===== config.mk =====
export PLATFORM = sky130hd
export DESIGN_NAME = reader_protocol_timer
export DESIGN_NICKNAME = d
export VERILOG_FILES = /design/src/design/timer_pkg.sv /design/src/design/reader_protocol_timer.sv
export SDC_FILE = /design/constraint.sdc
export NUM_CORES = 1
export LEC_CHECK = 0
export ABC_CLOCK_PERIOD_IN_PS = 3800
export BUFFER_PORTS_ARGS = -buffer_cell sky130_fd_sc_hd__buf_2
export CORE_MARGIN = 1.5
export CORE_UTILIZATION = 48
export CTS_BUF_LIST = sky130_fd_sc_hd__clkbuf_2 sky130_fd_sc_hd__clkbuf_4 sky130_fd_sc_hd__clkbuf_8
export DETAILED_ROUTE_END_ITERATION = 16
export PLACE_DENSITY = 0.71
export SLEW_MARGIN = 0
export SYNTH_ARGS = -nofsm -noshare
export SYNTH_HDL_FRONTEND = slang
export SYNTH_SLANG_ARGS = --single-unit

===== constraint.sdc =====
create_clock -name pclk -period 3.8 [get_ports pclk]
set_input_delay 0.19 -clock pclk [delete_from_list [all_inputs] [get_ports pclk]]
set_output_delay 0.19 -clock pclk [all_outputs]
set_load 0.05 [all_outputs]

===== src/design/timer_pkg.sv =====
// Register map, field layout and timing constants of the protocol timer
package timer_pkg;

  // Register indices; byte address is four times the index
  localparam logic [5:0] IDX_MODE = 6'h2A;
  localparam logic [5:0] IDX_PRESCALE = 6'h2B;
  localparam logic [5:0] IDX_RELOAD_HI = 6'h2C;
  localparam logic [5:0] IDX_RELOAD_LO = 6'h2D;
  localparam logic [5:0] IDX_COUNT_HI = 6'h2E;
  localparam logic [5:0] IDX_COUNT_LO = 6'h2F;
  localparam logic [5:0] IDX_CONTROL = 6'h0C;
  localparam logic [5:0] IDX_IRQ_STATUS = 6'h04;
  localparam logic [5:0] IDX_IRQ_MASK = 6'h05;
  localparam logic [5:0] IDX_RUN_STATUS = 6'h08;

  localparam logic [7:0] REG_RESET = 8'h00;
  localparam logic [15:0] COUNT_RESET = 16'h0000;

  // Control register bits (write-only strobes)
  localparam int CTRL_START_BIT = 0;
  localparam int CTRL_STOP_BIT = 1;

  // Interrupt status bit positions
  localparam int EVT_COUNTDOWN_BIT = 0;
  localparam int EVT_RELOAD_BIT = 1;
  localparam int EVT_W = 2;

  // Gate source encodings
  localparam logic [1:0] GATE_NONE = 2'h0;
  localparam logic [1:0] GATE_SERIAL_IN = 2'h1;
  localparam logic [1:0] GATE_AUXILIARY = 2'h2;
  localparam logic [1:0] GATE_ADDR_THREE = 2'h3;

  // Base tick rate derived from the bus clock, in units of 10 kHz
  localparam int BASE_FREQ_KHZ10 = 678;
  localparam int PCLK_FREQ_KHZ10 = 12500;
  localparam int BASE_ACC_W = 14;

  // Mode register layout, bit 7 down to bit 0
  typedef struct packed {
    logic protocol_start_enable;
    logic [1:0] gate_source_select;
    logic auto_reload_enable;
    logic [3:0] prescale_upper_nibble;
  } mode_fields_t;

  // Protocol events from the transceiver
  typedef struct packed {
    logic tx_end;
    logic rx_first_bit;
    logic multi_receive_enable;
  } proto_events_t;

endpackage


===== src/design/reader_protocol_timer.sv =====
// Protocol timer with prescaler, gating, auto reload and APB registers
// Operation
// - Protocol start on: a transmission end starts the timer unless a stop event comes in the same cycle.
// - Protocol start on, multi receive off: first received bit stops the timer.
// - Protocol start on, multi receive on: reception never stops the timer.
// - Writing the stop bit halts the running timer.
// - Protocol start off: transmit and receive events have no timer effect.
// - Gate field: 00 ungated, 01/10/11 gated by first, second, third pin.
// - Gated mode: running flag follows register enable, never the gate pin.
// - Auto reload on: counter reloads and keeps counting instead of stopping.
// - Auto reload off: count to zero and stop, setting countdown interrupt flag in the same cycle.
// - Prescaler is 12 bits: mode low nibble above prescale register byte.
// - Tick rate is the 6.78 MHz base divided by the prescaler.
// - 16-bit reload value over two byte registers, high byte separate.
// - Every start event loads the counter with the reload value.
// - Reload writes while running matter at the next start or, with auto reload on, at the next reload.
// - Mode, prescale and reload high registers reset to zero, all read-write.
// - Reload low byte is its own read-write register resetting to zero.
// - Current count readable as two read-only byte registers.
//
// Added by the designer: the APB register port.
`timescale 1ns/1ps

module reader_protocol_timer
  import timer_pkg::*;
#(
  parameter int ADDR_W = 8,
  parameter int PRESCALE_W = 12,
  parameter int COUNT_W = 16
) (
  // Clock and reset
  input wire logic pclk,
  input wire logic presetn,
  // APB slave
  input wire logic psel,
  input wire logic penable,
  input wire logic pwrite,
  input wire logic [ADDR_W-1:0] paddr,
  input wire logic [31:0] pwdata,
  output logic [31:0] prdata,
  output logic pready,
  output logic pslverr,
  // Protocol events
  input wire proto_events_t proto_events,
  // Gate pins
  input wire logic gate_pin_serial_in,
  input wire logic gate_pin_auxiliary,
  input wire logic gate_pin_addr_three,
  // Status and interrupt
  output logic running_flag,
  output logic irq
);

  // Register state
  mode_fields_t mode_q;
  logic [7:0] prescale_lower_byte_q;
  logic [7:0] reload_high_byte_q;
  logic [7:0] reload_low_byte_q;
  logic [EVT_W-1:0] irq_status_q;
  logic [EVT_W-1:0] irq_mask_q;
  logic [31:0] prdata_q;
  logic pready_q;
  logic pslverr_q;
  logic irq_q;

  // Timer state
  logic running_q;
  logic [COUNT_W-1:0] count_q;
  logic [COUNT_W-1:0] count_d;
  logic [BASE_ACC_W-1:0] base_acc_q;
  logic [PRESCALE_W-1:0] prescale_cnt_q;

  // Bus decode
  wire [5:0] reg_index = paddr[7:2];
  wire access_phase = psel & penable;
  wire bus_capture = access_phase & ~pready_q;
  wire bus_done = access_phase & pready_q;
  wire wr_done = bus_done & pwrite;
  wire rd_done = bus_done & ~pwrite;
  wire hit_mode = (reg_index == IDX_MODE);
  wire hit_prescale = (reg_index == IDX_PRESCALE);
  wire hit_reload_hi = (reg_index == IDX_RELOAD_HI);
  wire hit_reload_lo = (reg_index == IDX_RELOAD_LO);
  wire hit_count_hi = (reg_index == IDX_COUNT_HI);
  wire hit_count_lo = (reg_index == IDX_COUNT_LO);
  wire hit_control = (reg_index == IDX_CONTROL);
  wire hit_irq_status = (reg_index == IDX_IRQ_STATUS);
  wire hit_irq_mask = (reg_index == IDX_IRQ_MASK);
  wire hit_run_status = (reg_index == IDX_RUN_STATUS);
  wire addr_in_word = (paddr[1:0] == 2'h0);
  wire read_only_hit = hit_count_hi | hit_count_lo | hit_irq_status | hit_run_status;
  wire writable_hit = hit_mode | hit_prescale | hit_reload_hi | hit_reload_lo |
                      hit_control | hit_irq_mask;
  wire mapped = addr_in_word & (writable_hit | (read_only_hit & ~pwrite) |
                (hit_irq_status & pwrite));
  wire wr_ok = wr_done & mapped;
  // Write strobes
  wire wr_mode = wr_ok & hit_mode;
  wire wr_prescale = wr_ok & hit_prescale;
  wire wr_reload_hi = wr_ok & hit_reload_hi;
  wire wr_reload_lo = wr_ok & hit_reload_lo;
  wire wr_irq_mask = wr_ok & hit_irq_mask;

  // Read multiplexer
  logic [7:0] rd_byte;
  always_comb begin
    rd_byte = REG_RESET;
    if (~addr_in_word) begin
      rd_byte = REG_RESET;
    end else if (hit_mode) begin
      rd_byte = mode_q;
    end else if (hit_prescale) begin
      rd_byte = prescale_lower_byte_q;
    end else if (hit_reload_hi) begin
      rd_byte = reload_high_byte_q;
    end else if (hit_reload_lo) begin
      rd_byte = reload_low_byte_q;
    end else if (hit_count_hi) begin
      rd_byte = count_q[15:8];
    end else if (hit_count_lo) begin
      rd_byte = count_q[7:0];
    end else if (hit_irq_status) begin
      rd_byte = {6'h00, irq_status_q};
    end else if (hit_irq_mask) begin
      rd_byte = {6'h00, irq_mask_q};
    end else if (hit_run_status) begin
      rd_byte = {7'h00, running_q};
    end
  end

  // Prescaler and base tick
  wire [PRESCALE_W-1:0] prescale_divisor = {mode_q.prescale_upper_nibble,
                                            prescale_lower_byte_q};
  wire [BASE_ACC_W-1:0] base_step = BASE_ACC_W'(BASE_FREQ_KHZ10);
  wire [BASE_ACC_W-1:0] base_wrap = BASE_ACC_W'(PCLK_FREQ_KHZ10);
  wire [BASE_ACC_W-1:0] base_sum = base_acc_q + base_step;
  wire base_tick = (base_sum >= base_wrap);
  wire [BASE_ACC_W-1:0] base_acc_d = base_tick ? (base_sum - base_wrap) : base_sum;
  // Divisor zero is taken as one
  wire [PRESCALE_W-1:0] prescale_last = (prescale_divisor == '0) ? '0 :
                                        (prescale_divisor - PRESCALE_W'(1));
  wire presc_wrap = base_tick & (prescale_cnt_q >= prescale_last);
  wire timer_tick = presc_wrap;

  // Gate selection
  logic gate_open;
  always_comb begin
    gate_open = 1'b1;
    case (mode_q.gate_source_select)
      GATE_NONE: gate_open = 1'b1;
      GATE_SERIAL_IN: gate_open = gate_pin_serial_in;
      GATE_AUXILIARY: gate_open = gate_pin_auxiliary;
      GATE_ADDR_THREE: gate_open = gate_pin_addr_three;
      default: gate_open = 1'b1;
    endcase
  end

  // Start and stop events
  wire sw_start = wr_ok & hit_control & pwdata[CTRL_START_BIT];
  wire sw_stop = wr_ok & hit_control & pwdata[CTRL_STOP_BIT];
  wire auto_start = mode_q.protocol_start_enable & proto_events.tx_end;
  wire auto_stop = mode_q.protocol_start_enable & proto_events.rx_first_bit &
                   ~proto_events.multi_receive_enable;
  wire stop_event = sw_stop | auto_stop;
  // Stop wins over a start in the same cycle
  wire start_event = (sw_start | auto_start) & ~stop_event;
  wire [COUNT_W-1:0] reload_value = {reload_high_byte_q, reload_low_byte_q};

  wire count_step = running_q & gate_open & timer_tick;
  wire reach_zero = count_step & ~mode_q.auto_reload_enable &
                    (count_q <= COUNT_W'(1));
  wire reload_wrap = count_step & mode_q.auto_reload_enable &
                     (count_q == '0);

  always_comb begin
    count_d = count_q;
    if (start_event) begin
      count_d = reload_value;
    end else if (reach_zero) begin
      count_d = '0;
    end else if (reload_wrap) begin
      count_d = reload_value;
    end else if (count_step) begin
      count_d = count_q - COUNT_W'(1);
    end
  end

  wire running_d = start_event | (running_q & ~stop_event & ~reach_zero);
  wire [EVT_W-1:0] events = {reload_wrap, reach_zero};
  // Set wins over read clear
  wire status_clear = rd_done & hit_irq_status & addr_in_word;
  wire [EVT_W-1:0] status_kept = status_clear ? '0 : irq_status_q;
  wire [EVT_W-1:0] irq_status_d = status_kept | events;
  wire irq_d = |(irq_status_d & irq_mask_q);

  // Timer run state and count
  always_ff @(posedge pclk or negedge presetn) begin
    if (!presetn) begin
      running_q <= 1'b0;
      count_q <= COUNT_RESET;
    end else begin
      running_q <= running_d;
      count_q <= count_d;
    end
  end

  // Base tick accumulator and prescaler phase
  always_ff @(posedge pclk or negedge presetn) begin
    if (!presetn) begin
      base_acc_q <= '0;
      prescale_cnt_q <= '0;
    end else begin
      base_acc_q <= base_acc_d;
      if (start_event | presc_wrap) begin
        prescale_cnt_q <= '0;
      end else if (base_tick) begin
        prescale_cnt_q <= prescale_cnt_q + PRESCALE_W'(1);
      end
    end
  end

  // Software registers
  sw_byte_reg #(
    .W(8),
    .RESET_VAL(REG_RESET)
  ) i_sw_byte_reg_mode (
    .pclk(pclk),
    .presetn(presetn),
    .wr_en(wr_mode),
    .wr_data(pwdata[7:0]),
    .value_q(mode_q)
  );

  sw_byte_reg #(
    .W(8),
    .RESET_VAL(REG_RESET)
  ) i_sw_byte_reg_prescale (
    .pclk(pclk),
    .presetn(presetn),
    .wr_en(wr_prescale),
    .wr_data(pwdata[7:0]),
    .value_q(prescale_lower_byte_q)
  );

  sw_byte_reg #(
    .W(8),
    .RESET_VAL(REG_RESET)
  ) i_sw_byte_reg_reload_hi (
    .pclk(pclk),
    .presetn(presetn),
    .wr_en(wr_reload_hi),
    .wr_data(pwdata[7:0]),
    .value_q(reload_high_byte_q)
  );

  sw_byte_reg #(
    .W(8),
    .RESET_VAL(REG_RESET)
  ) i_sw_byte_reg_reload_lo (
    .pclk(pclk),
    .presetn(presetn),
    .wr_en(wr_reload_lo),
    .wr_data(pwdata[7:0]),
    .value_q(reload_low_byte_q)
  );

  sw_byte_reg #(
    .W(EVT_W),
    .RESET_VAL('0)
  ) i_sw_byte_reg_irq_mask (
    .pclk(pclk),
    .presetn(presetn),
    .wr_en(wr_irq_mask),
    .wr_data(pwdata[EVT_W-1:0]),
    .value_q(irq_mask_q)
  );

  // Bus answer
  wire [31:0] rd_word = pwrite ? 32'h00000000 : {24'h000000, rd_byte};
  wire pslverr_d = ~mapped;
  always_ff @(posedge pclk or negedge presetn) begin
    if (!presetn) begin
      pready_q <= 1'b0;
      prdata_q <= '0;
      pslverr_q <= 1'b0;
    end else begin
      pready_q <= bus_capture;
      if (bus_capture) begin
        prdata_q <= rd_word;
        pslverr_q <= pslverr_d;
      end
    end
  end

  // Sticky event status
  always_ff @(posedge pclk or negedge presetn) begin
    if (!presetn) begin
      irq_status_q <= '0;
    end else begin
      irq_status_q <= irq_status_d;
    end
  end

  // Level interrupt from unmasked status
  always_ff @(posedge pclk or negedge presetn) begin
    if (!presetn) begin
      irq_q <= 1'b0;
    end else begin
      irq_q <= irq_d;
    end
  end

  assign prdata = prdata_q;
  assign pready = pready_q;
  assign pslverr = pslverr_q;
  assign running_flag = running_q;
  assign irq = irq_q;

endmodule

// Software read-write register with a write strobe
module sw_byte_reg
  import timer_pkg::*;
#(
  parameter int W = 8,
  parameter logic [W-1:0] RESET_VAL = '0
) (
  // Clock and reset
  input wire logic pclk,
  input wire logic presetn,
  // Write port
  input wire logic wr_en,
  input wire logic [W-1:0] wr_data,
  // Stored value
  output logic [W-1:0] value_q
);

  always_ff @(posedge pclk or negedge presetn) begin
    if (!presetn) begin
      value_q <= RESET_VAL;
    end else if (wr_en) begin
      value_q <= wr_data;
    end
  end

endmodule


==> results.toml, run 1 <==
[finish]
fin_area_um2 = 6476
layout-drive-gt1-share_pct = 16.35
fin_nets = 757
area_growth_pct = 7.542
fin_util_pct = 53.47
fillers = 1108
diodes = 0

[global_routing]
antenna_found_initial = 0
grt_pass1_wl_mm = 24.16
grt_max_degree = 61
track_usage_pct = 23.31
overflow = 0
grt_pass1_vias = 4666

[clock_network]
clkLatencyLatePin_ps = 370
cts_setup_buffers = 0
cts_buffer_depth = 2
cts_buffers = 9
cts.sinks = 89
ctsRootBufferMaster = "clkbuf_8"
cts_tree = "done"
clkTransAtPathRegs_ps = 90
htree_levels = 3

[pwr]
power_density_nw_per_um2 = 275.7
leakagePower_uw = 0.003095
peakVddDrop_mv = 0.1280

[drt]
vias = 5064
wl_mm = 14.71
ant_nets = 0
drc = 0
first_pass_iters = 5
wire_per_inst_um = 17.13
drt-initial-drc-count = 342
viasPerCell = 5.895

[hold_path]
hold_depth = 2
hold_class = "in2reg"

[die]
std_cell_rows = 40
die_area_um2 = 13230
die_w_um = 115.0
core_um2 = 12110
start_util_pct = 49.72
pin_count = 87
fp.dieH_um = 115.0

[sta]
setup_viol = 0
tns_ps = 0
hold_violations = 0
slew-limit-headroom_pct = 25.19
layout_min_cycle_time_ps = 3572
rsz0062_at_grt = "no"
fmax_ghz = 0.2799
slew_viol_final = 0
tightest_slew_ps = 1112
min_period_over_period_pct = 94.01
fin_worst_skew_ps = 10.80

[status]
outcome = "completed"

[placed_design]
hpwlAfterDp_mm = 10.79
port-buffer-count = 38
gp_congestion = 0.9477
dpl_cell_area_um2 = 6256

[setup_path]
required_ps = 4030
path_max_fanout = 15
critPathKind = "reg2reg"
endpoint_kind = "flop"
cp.arrival_ps = 3810
cp-start-kind = "flop"
r2r_cells = 15

[synthesis]
synth_area_leader_cell = "dfrtp_1"
synth_top_area_share_pct = 36.98
synth_warnings = 0
synthCells = 657
ys_async_sr_fraction_pct = 100.0
syn-cell-area_um2 = 6022
avgSynthCellArea_um2 = 9.166
muxShareOfSynthArea_pct = 10.89
synthDistinctLibCells = 69
synth_compound_area_share_pct = 16.89
synthXorXnorAreaFrac_pct = 4.945
synth_ff_type = "dfrtp_1"
synth_edf_count = 0
synthTopCellsByArea = "dfrtp_1, mux2_2, mux2i_1, ha_1, nor2_1"
synth_top_family_by_area = "simple AND/OR/NAND/NOR gates"
synth_simple_gate_area_share_pct = 19.63
yosysMostFrequentCell = "dfrtp_1"
ys_ff_latch = 89
ys_seq_area_share_pct = 36.98
yosys-top-cells-count = "dfrtp_1, nor2_1, nand2_1"
synth_fa_ha_area_share_pct = 4.155

[job]
cap_viol_max_count = 0
[worst max-delay path: stages (launching register included)]
cell and delay, ps:
dfrtp_1 470, or4_1 550, nor3_1 230, nand4b_1 150, buf_4 190, nand2_1 70, ha_1 230, and3_1 200
a31oi_1 160, o21ai_0 100, o21ai_1 170, nand2_1 140, buf_4 180, nand3_4 180, o21a_4 290, o21ai_0 140
[stage by stage]
stage	hold slack, ps	power [µW]	worst slack, ps	instances
4_1_cts	98.88	1798	192.0	859
3_3_place_gp	311.4	1115	295.0	842
5_1_grt	104.9	1852	42.61	859
6_report	109.7	1786	227.7	859
3_5_place_dp	323.8	1118	217.8	842
2_1_floorplan	-105.6	1083	236.3	680
[cell families after synthesis]
group                    Yosys count
adder cells (fa/ha/maj)           20
multiplexers                      61
other                              1
XOR/XNOR                          34
buffers and inverters             67
AO/OA/AOI/OAI                    149
flip-flops                        89
AND/OR/NAND/NOR                  236
[per-layer routing]
layer  up-vias  routed length (µm)  GRT usage, %
met2       234                6779         37.10
met5         -                   0             0
li1       2395                   -             -
met3        28                1238         5.113
met1      2407                6390         31.79
met4         0                 305         7.490
[worst paths after layout]
path | startpoint | endpoint | slack, ps
setup / recovery | i_sw_byte_reg_prescale.value_q[5] | count_q[3] | 230
hold / removal | pwdata[7] | i_sw_byte_reg_reload_lo.value_q[7] | 110
setup reg to reg | i_sw_byte_reg_prescale.value_q[5] | count_q[3] | 230
hold reg to reg | prdata[0] | prdata[0] | 480
max in group asynchronous | presetn | base_acc_q[13] | 2450
min in group asynchronous | presetn | prescale_cnt_q[0] | 430
[cell type report]
type / instances / area (µm²) / share of cell area, %
multi-input cells: 524 / 3498 / 54.02
flip-flops and latches: 89 / 2227 / 34.39
repair buffers: 48 / 282.8 / 4.366
well taps: 168 / 210.2 / 3.246
clock buffers: 11 / 145.1 / 2.241
clock inverters: 5 / 60.06 / 0.9274
inverters: 14 / 52.55 / 0.8114
[registers in the layout, indices dropped and copies added (netlist names)]
signal                           flops
i_sw_byte_reg_mode.value_q           8
i_sw_byte_reg_irq_mask.value_q       2
i_sw_byte_reg_reload_hi.value_q      8
i_sw_byte_reg_prescale.value_q       8
irq_status_q                         2
irq                                  1
count_q                             16
running_flag                         1
base_acc_q                          13
i_sw_byte_reg_reload_lo.value_q      8
pslverr                              1
pready                               1
prdata                               8
prescale_cnt_q                      12
[layout by cell type (no fill, tap or decap), types with 4 or more instances in the layout]
cell        n
a22o_1      8
xnor2_1    16
mux2_2     32
clkbuf_8   10
and3_1     11
ha_1       20
a21oi_1    29
and2_1      9
xor2_1     18
buf_4       9
o2111ai_1   4
nor3_1     24
conb_1     24
o211ai_1   11
o31ai_1     6
nand3_1    19
nand2b_1   11
or2_2       5
nand3b_1    4
dfrtp_1    89
nand4b_1    4
mux2i_1    28
o21ai_0    35
o22ai_1    13
nand2_1    56
inv_1      14
nor2_1     64
buf_2      37
o21ai_1     9
nor2b_1     7
nor4_1      6
[report_power, final]
| part | switching (µW) | internal, µW | total [µW] |
|---|---|---|---|
| clock | 353 | 333 | 686 |
| combinational | 121 | 27.5 | 148 |
| sequential | 2.17 | 949 | 951 |
| total | 476 | 1310 | 1790 |
[what timing repair did]
item | in CTS | in global routing
endpoints found under the hold margin | 59 | 0
hold buffers | 1 | 0
setup endpoints to repair | 0 | 15
gates resized for setup | 0 | 2
(Power assumes the default switching activity.)
==> run 2: changes to the inputs <==
- ABC_CLOCK_PERIOD_IN_PS: 3800 -> 4600
- PLACE_DENSITY: 0.71 -> 0.69
- clock period: 3.8 -> 4.6 ns (I/O delays scaled with it)
==> run 2 against run 1 <==
Critical path depth is the same. Global-route usage up 0.29 points. Core utilization is 0.42 points lower. Highest routed layer unchanged. Wire length increased by 0.79%.
==> results.toml, run 2 (same netlist as run 1, synthesis figures left out) <==
[status]
outcome = "completed"

[drt]
first_pass_iters = 5
drt-initial-drc-count = 342
wl_mm = 14.83
drc = 0
viasPerCell = 5.904
wire_per_inst_um = 17.35
vias = 5048
ant_nets = 0

[clock_network]
clkLatencyLatePin_ps = 390
cts.sinks = 89
cts_buffer_depth = 2
htree_levels = 3
ctsRootBufferMaster = "clkbuf_8"
clkTransAtPathRegs_ps = 100
post_cts_resized = 0
cts_buffers = 9
cts_tree = "done"

[sta]
slew-limit-headroom_pct = 22.47
fmax_ghz = 0.2502
tns_ps = 0
min_period_over_period_pct = 86.87
fin_worst_skew_ps = 14.17
slew_viol_final = 0
tightest_slew_ps = 1153
rsz0062_at_grt = "no"
holdWs_ps = 126.7
layout_min_cycle_time_ps = 3996
hold_violations = 0
setup_viol = 0

[placed_design]
hpwlAfterDp_mm = 11.01
gp_congestion = 1.000
port-buffer-count = 38

[setup_path]
cp_cell_sequence = "or4_1 -> nor3_1 -> nand4b_1 -> buf_4 -> and2_1 -> ha_1 -> nand2b_1 -> a211oi_1 -> nor3_1 -> o21ai_0 -> nand2_1 -> a41oi_4 -> buf_4 -> mux2i_1 -> o22ai_1"
r2r-start = "i_sw_byte_reg_prescale.value_q[7]"
slowest_delay_ps = 590
cp.arrival_ps = 4260
cp-start-kind = "flop"
endpoint_kind = "flop"
crit_path_top_delay_cell = "or4_1"
required_ps = 4870
path_max_fanout = 16
critPathKind = "reg2reg"
cp-startpoint = "i_sw_byte_reg_prescale.value_q[7]"

[finish]
fin_util_pct = 53.05
final_common_cell = "dfrtp_1"
area_growth_pct = 6.690
final_cell_mix = "dfrtp_1, nor2_1, nand2_1"
largest-register = "count_q"
reg_top3 = "count_q (16), base_acc_q (13), prescale_cnt_q (12)"
fin_nets = 753
largest_register_ffs = 16
diodes = 0
layout-drive-gt1-share_pct = 15.72

[global_routing]
grt.busiest_layer = "met2"
track_usage_pct = 23.60
grt_pass1_vias = 4771
grt_use_met3_pct = 3.268
grt_pass1_wl_mm = 24.16
overflow = 0
grt_max_degree = 70
met2_usage_pct = 38.45
met1_usage_pct = 31.88
antenna_found_initial = 0

[pwr]
leakagePower_uw = 0.003057
power_density_nw_per_um2 = 229.1
p_total_uw = 1472
peakVddDrop_mv = 0.1185

[hold_path]
hp-start = "pwdata[4]"
hold_class = "in2reg"

[die]
std_cell_rows = 40
fp.dieH_um = 115.0
die_w_um = 115.0
pin_count = 87
start_util_pct = 49.72
die_area_um2 = 13230
core_um2 = 12110

[job]
cap_viol_max_count = 0
[run 2: power breakdown]
group	total [µW]	switching (µW)	internal (µW)
logic	122	99.7	22.6
registers	786	1.56	784
clock network	564	308	255
[run 2: area by class of cell]
cell class	instances	area (µm²)
Tap cell	168	210.2
Fill cell	1125	5687
Multi-Input combinational cell	524	3493
Clock buffer	9	123.9
Sequential cell	89	2227
Inverter	14	52.55
Timing Repair Buffer	44	240.2
Clock inverter	7	77.57
[run 2: metrics by stage]
stage / instance area [µm²] / setup WS (ps) / instances
2_1_floorplan: 6108 / 1036 / 680
3_3_place_gp: 6213 / 782.7 / 838
3_5_place_dp: 6213 / 684.3 / 838
4_1_cts: 6425 / 631.5 / 855
5_1_grt: 6425 / 279.2 / 855
6_report: 6425 / 603.8 / 855
[run 2: timing repair]
action                    4_1_cts  5_1_grt
hold endpoints to repair       20        0
setup buffers                   0        0
hold buffers                    1        0
[run 2: path summary, 6_finish.rpt]
check | to | slack [ps] | cells past startpoint
setup / recovery | count_q[10] | 600 | 15
hold / removal | i_sw_byte_reg_mode.value_q[4] | 130 | 2
setup reg to reg | count_q[10] | 600 | 15
hold reg to reg | prdata[0] | 470 | 2
max in group asynchronous | prescale_cnt_q[8] | 3190 | 3
min in group asynchronous | prdata[0] | 250 | 2
[run 2: layer usage]
layer,up-vias,wire length [µm]
li1,2377,-
met1,2454,6672
met2,194,6952
met3,23,858
met4,0,347
met5,-,0
[run 2: worst max-delay path: cells and delay by family, from the launching register on]
kind                       cells  cell delay, ps
and+or+nand+nor                7            1600
AOI/OAI and AO/OA              4             810
buffers and inverters          2             500
DFF                            1             450
adders and majority gates      1             250
muxes                          1             250
==> run 3: changes to the inputs <==
==> constraint.sdc (replaced) <==
create_clock -name pclk -period 4.6 [get_ports pclk]
set_input_delay 0.46 -clock pclk [delete_from_list [all_inputs] [get_ports pclk]]
set_output_delay 0.46 -clock pclk [all_outputs]
set_load 0.05 [all_outputs]
==> run 3 against run 2 <==
Setup slack better by 55 ps. Cell area rose by 0.62%. Critical path depth unchanged. Clock skew is 1.8 ps higher. Final cell count fell by 0.12%. Critical endpoint is now count_q[4]. Largest power group unchanged.
==> results.toml, run 3 (same netlist as run 1, synthesis figures left out) <==
[drt]
dr_wl_met2_mm = 7.004
drc = 0
viasPerCell = 5.890
vias = 5030
drt-initial-drc-count = 391
route.top_layer_used = "met4"
ant_nets = 0
first_pass_iters = 5
drt-met1-wl_mm = 6.671
dr_wl_met3_um = 905
wl_mm = 14.86
wire_per_inst_um = 17.41

[sta]
slew_viol_final = 0
fmax_ghz = 0.2537
setup_viol = 0
slew-limit-headroom_pct = 18.79
fin_worst_skew_ps = 15.98
min_period_over_period_pct = 85.68
tightest_slew_ps = 1208
setup_slack_ps = 658.9
rsz0062_at_grt = "no"
layout_min_cycle_time_ps = 3941
hold_violations = 0
tns_ps = 0

[finish]
layout-drive-gt1-share_pct = 15.74
fillers = 1126
final_cell_mix = "dfrtp_1, nor2_1, nand2_1"
reg_top3 = "count_q (16), base_acc_q (13), prescale_cnt_q (12)"
final_common_cell = "dfrtp_1"
fin_nets = 752
final-seq-area_um2 = 2227
area_growth_pct = 7.355
largest-register = "count_q"
diodes = 0
largest_register_ffs = 16
multi_input_area_um2 = 3493
layoutNonFillerInstCount = 854

[pwr]
peakVddDrop_mv = 0.1685
power_density_nw_per_um2 = 243.5
leakagePower_uw = 0.003078

[die]
die_area_um2 = 13230
std_cell_rows = 40
start_util_pct = 49.72
core_um2 = 12110
pin_count = 87
fp.dieH_um = 115.0
die_w_um = 115.0

[setup_path]
cp.arrival_ps = 4210
r2r-start = "i_sw_byte_reg_prescale.value_q[7]"
required_ps = 4860
r2r_cells = 15
cp-startpoint = "i_sw_byte_reg_prescale.value_q[7]"
endpoint = "count_q[4]"
endpoint_kind = "flop"
r2r-end = "count_q[4]"
cp-start-kind = "flop"
critPathKind = "reg2reg"
r2r_slack_ps = 660
path_max_fanout = 16

[global_routing]
antenna_found_initial = 0
overflow = 0
grt_pass1_wl_mm = 23.89
grt_max_degree = 54
track_usage_pct = 23.43
grt_pass1_vias = 4658

[job]
cap_viol_max_count = 0

[placed_design]
gp_congestion = 0.9769
numPlacedInstances = 838
hpwlAfterDp_mm = 11.16
dp_slack_ps = 706.9
port-buffer-count = 38

[clock_network]
clkLatencyLatePin_ps = 380
clkTransAtPathRegs_ps = 90
cts_hold_buf = 0
htree_levels = 3
cts.sinks = 89
cts_tree = "done"
cts_buffers = 9
ctsRootBufferMaster = "clkbuf_8"
cts_setup_buffers = 0
cts_buffer_depth = 2
post_cts_resized = 0

[hold_path]
hold_class = "in2async"

[status]
outcome = "completed"
==> run 3: worst min-delay path by stage <==
stage / from / to / slack, ps / cells past startpoint
2_1_floorplan: presetn / base_acc_q[10] / 160 / 0
3_3_place_gp: presetn / base_acc_q[10] / 450 / 1
3_5_place_dp: presetn / count_q[5] / 460 / 1
4_1_cts: presetn / count_q[12] / 40 / 1
5_1_grt: presetn / base_acc_q[8] / 50 / 1
6_report: presetn / base_acc_q[10] / 30 / 1
==> run 3: layer usage <==
metal | track usage [%] | vias up
li1 | - | 2382
met1 | 31.21 | 2433
met2 | 38.25 | 197
met3 | 5.377 | 18
met4 | 6.996 | 0
met5 | 0 | -
==> run 3: cell type report <==
type,count,share of cell area (%)
well taps,168,3.251
clock buffers,10,2.129
inverters,14,0.8129
flip-flops and latches,89,34.45
clock inverters,6,1.761
repair buffers,43,3.561
multi-input cells,524,54.04
==> run 3: power breakdown <==
part / internal (µW) / leakage, µW / switching (µW)
registers: 784 / 0.00120 / 1.80
logic: 22.0 / 0.00176 / 100
clock network: 377 / 0.000119 / 289
total: 1180 / 0.00308 / 391
==> run 3: through the flow <==
stage,hold WS [ps],util (%),total power (µW),cell area [µm²]
after global placement,453.4,51.30,921.0,6213
after floorplan,164.4,-,894.5,6108
after global routing,54.20,53.38,1631,6465
after CTS,40.24,53.38,1588,6465
final,27.50,53.38,1574,6465
after detailed placement,457.1,51.30,923.1,6213
==> run 3: critical path, cell delays in order, from the launching register on <==
cell and delay, ps:
dfrtp_1 450, or4_1 580, nor3_1 230, nand4b_1 140, buf_4 190, and2_1 160, ha_1 250, nand2b_1 140
a211oi_1 240, nor3_1 90, o21ai_0 210, nand2_1 240, a41oi_4 270, buf_4 320, mux2i_1 240, o22ai_1 90
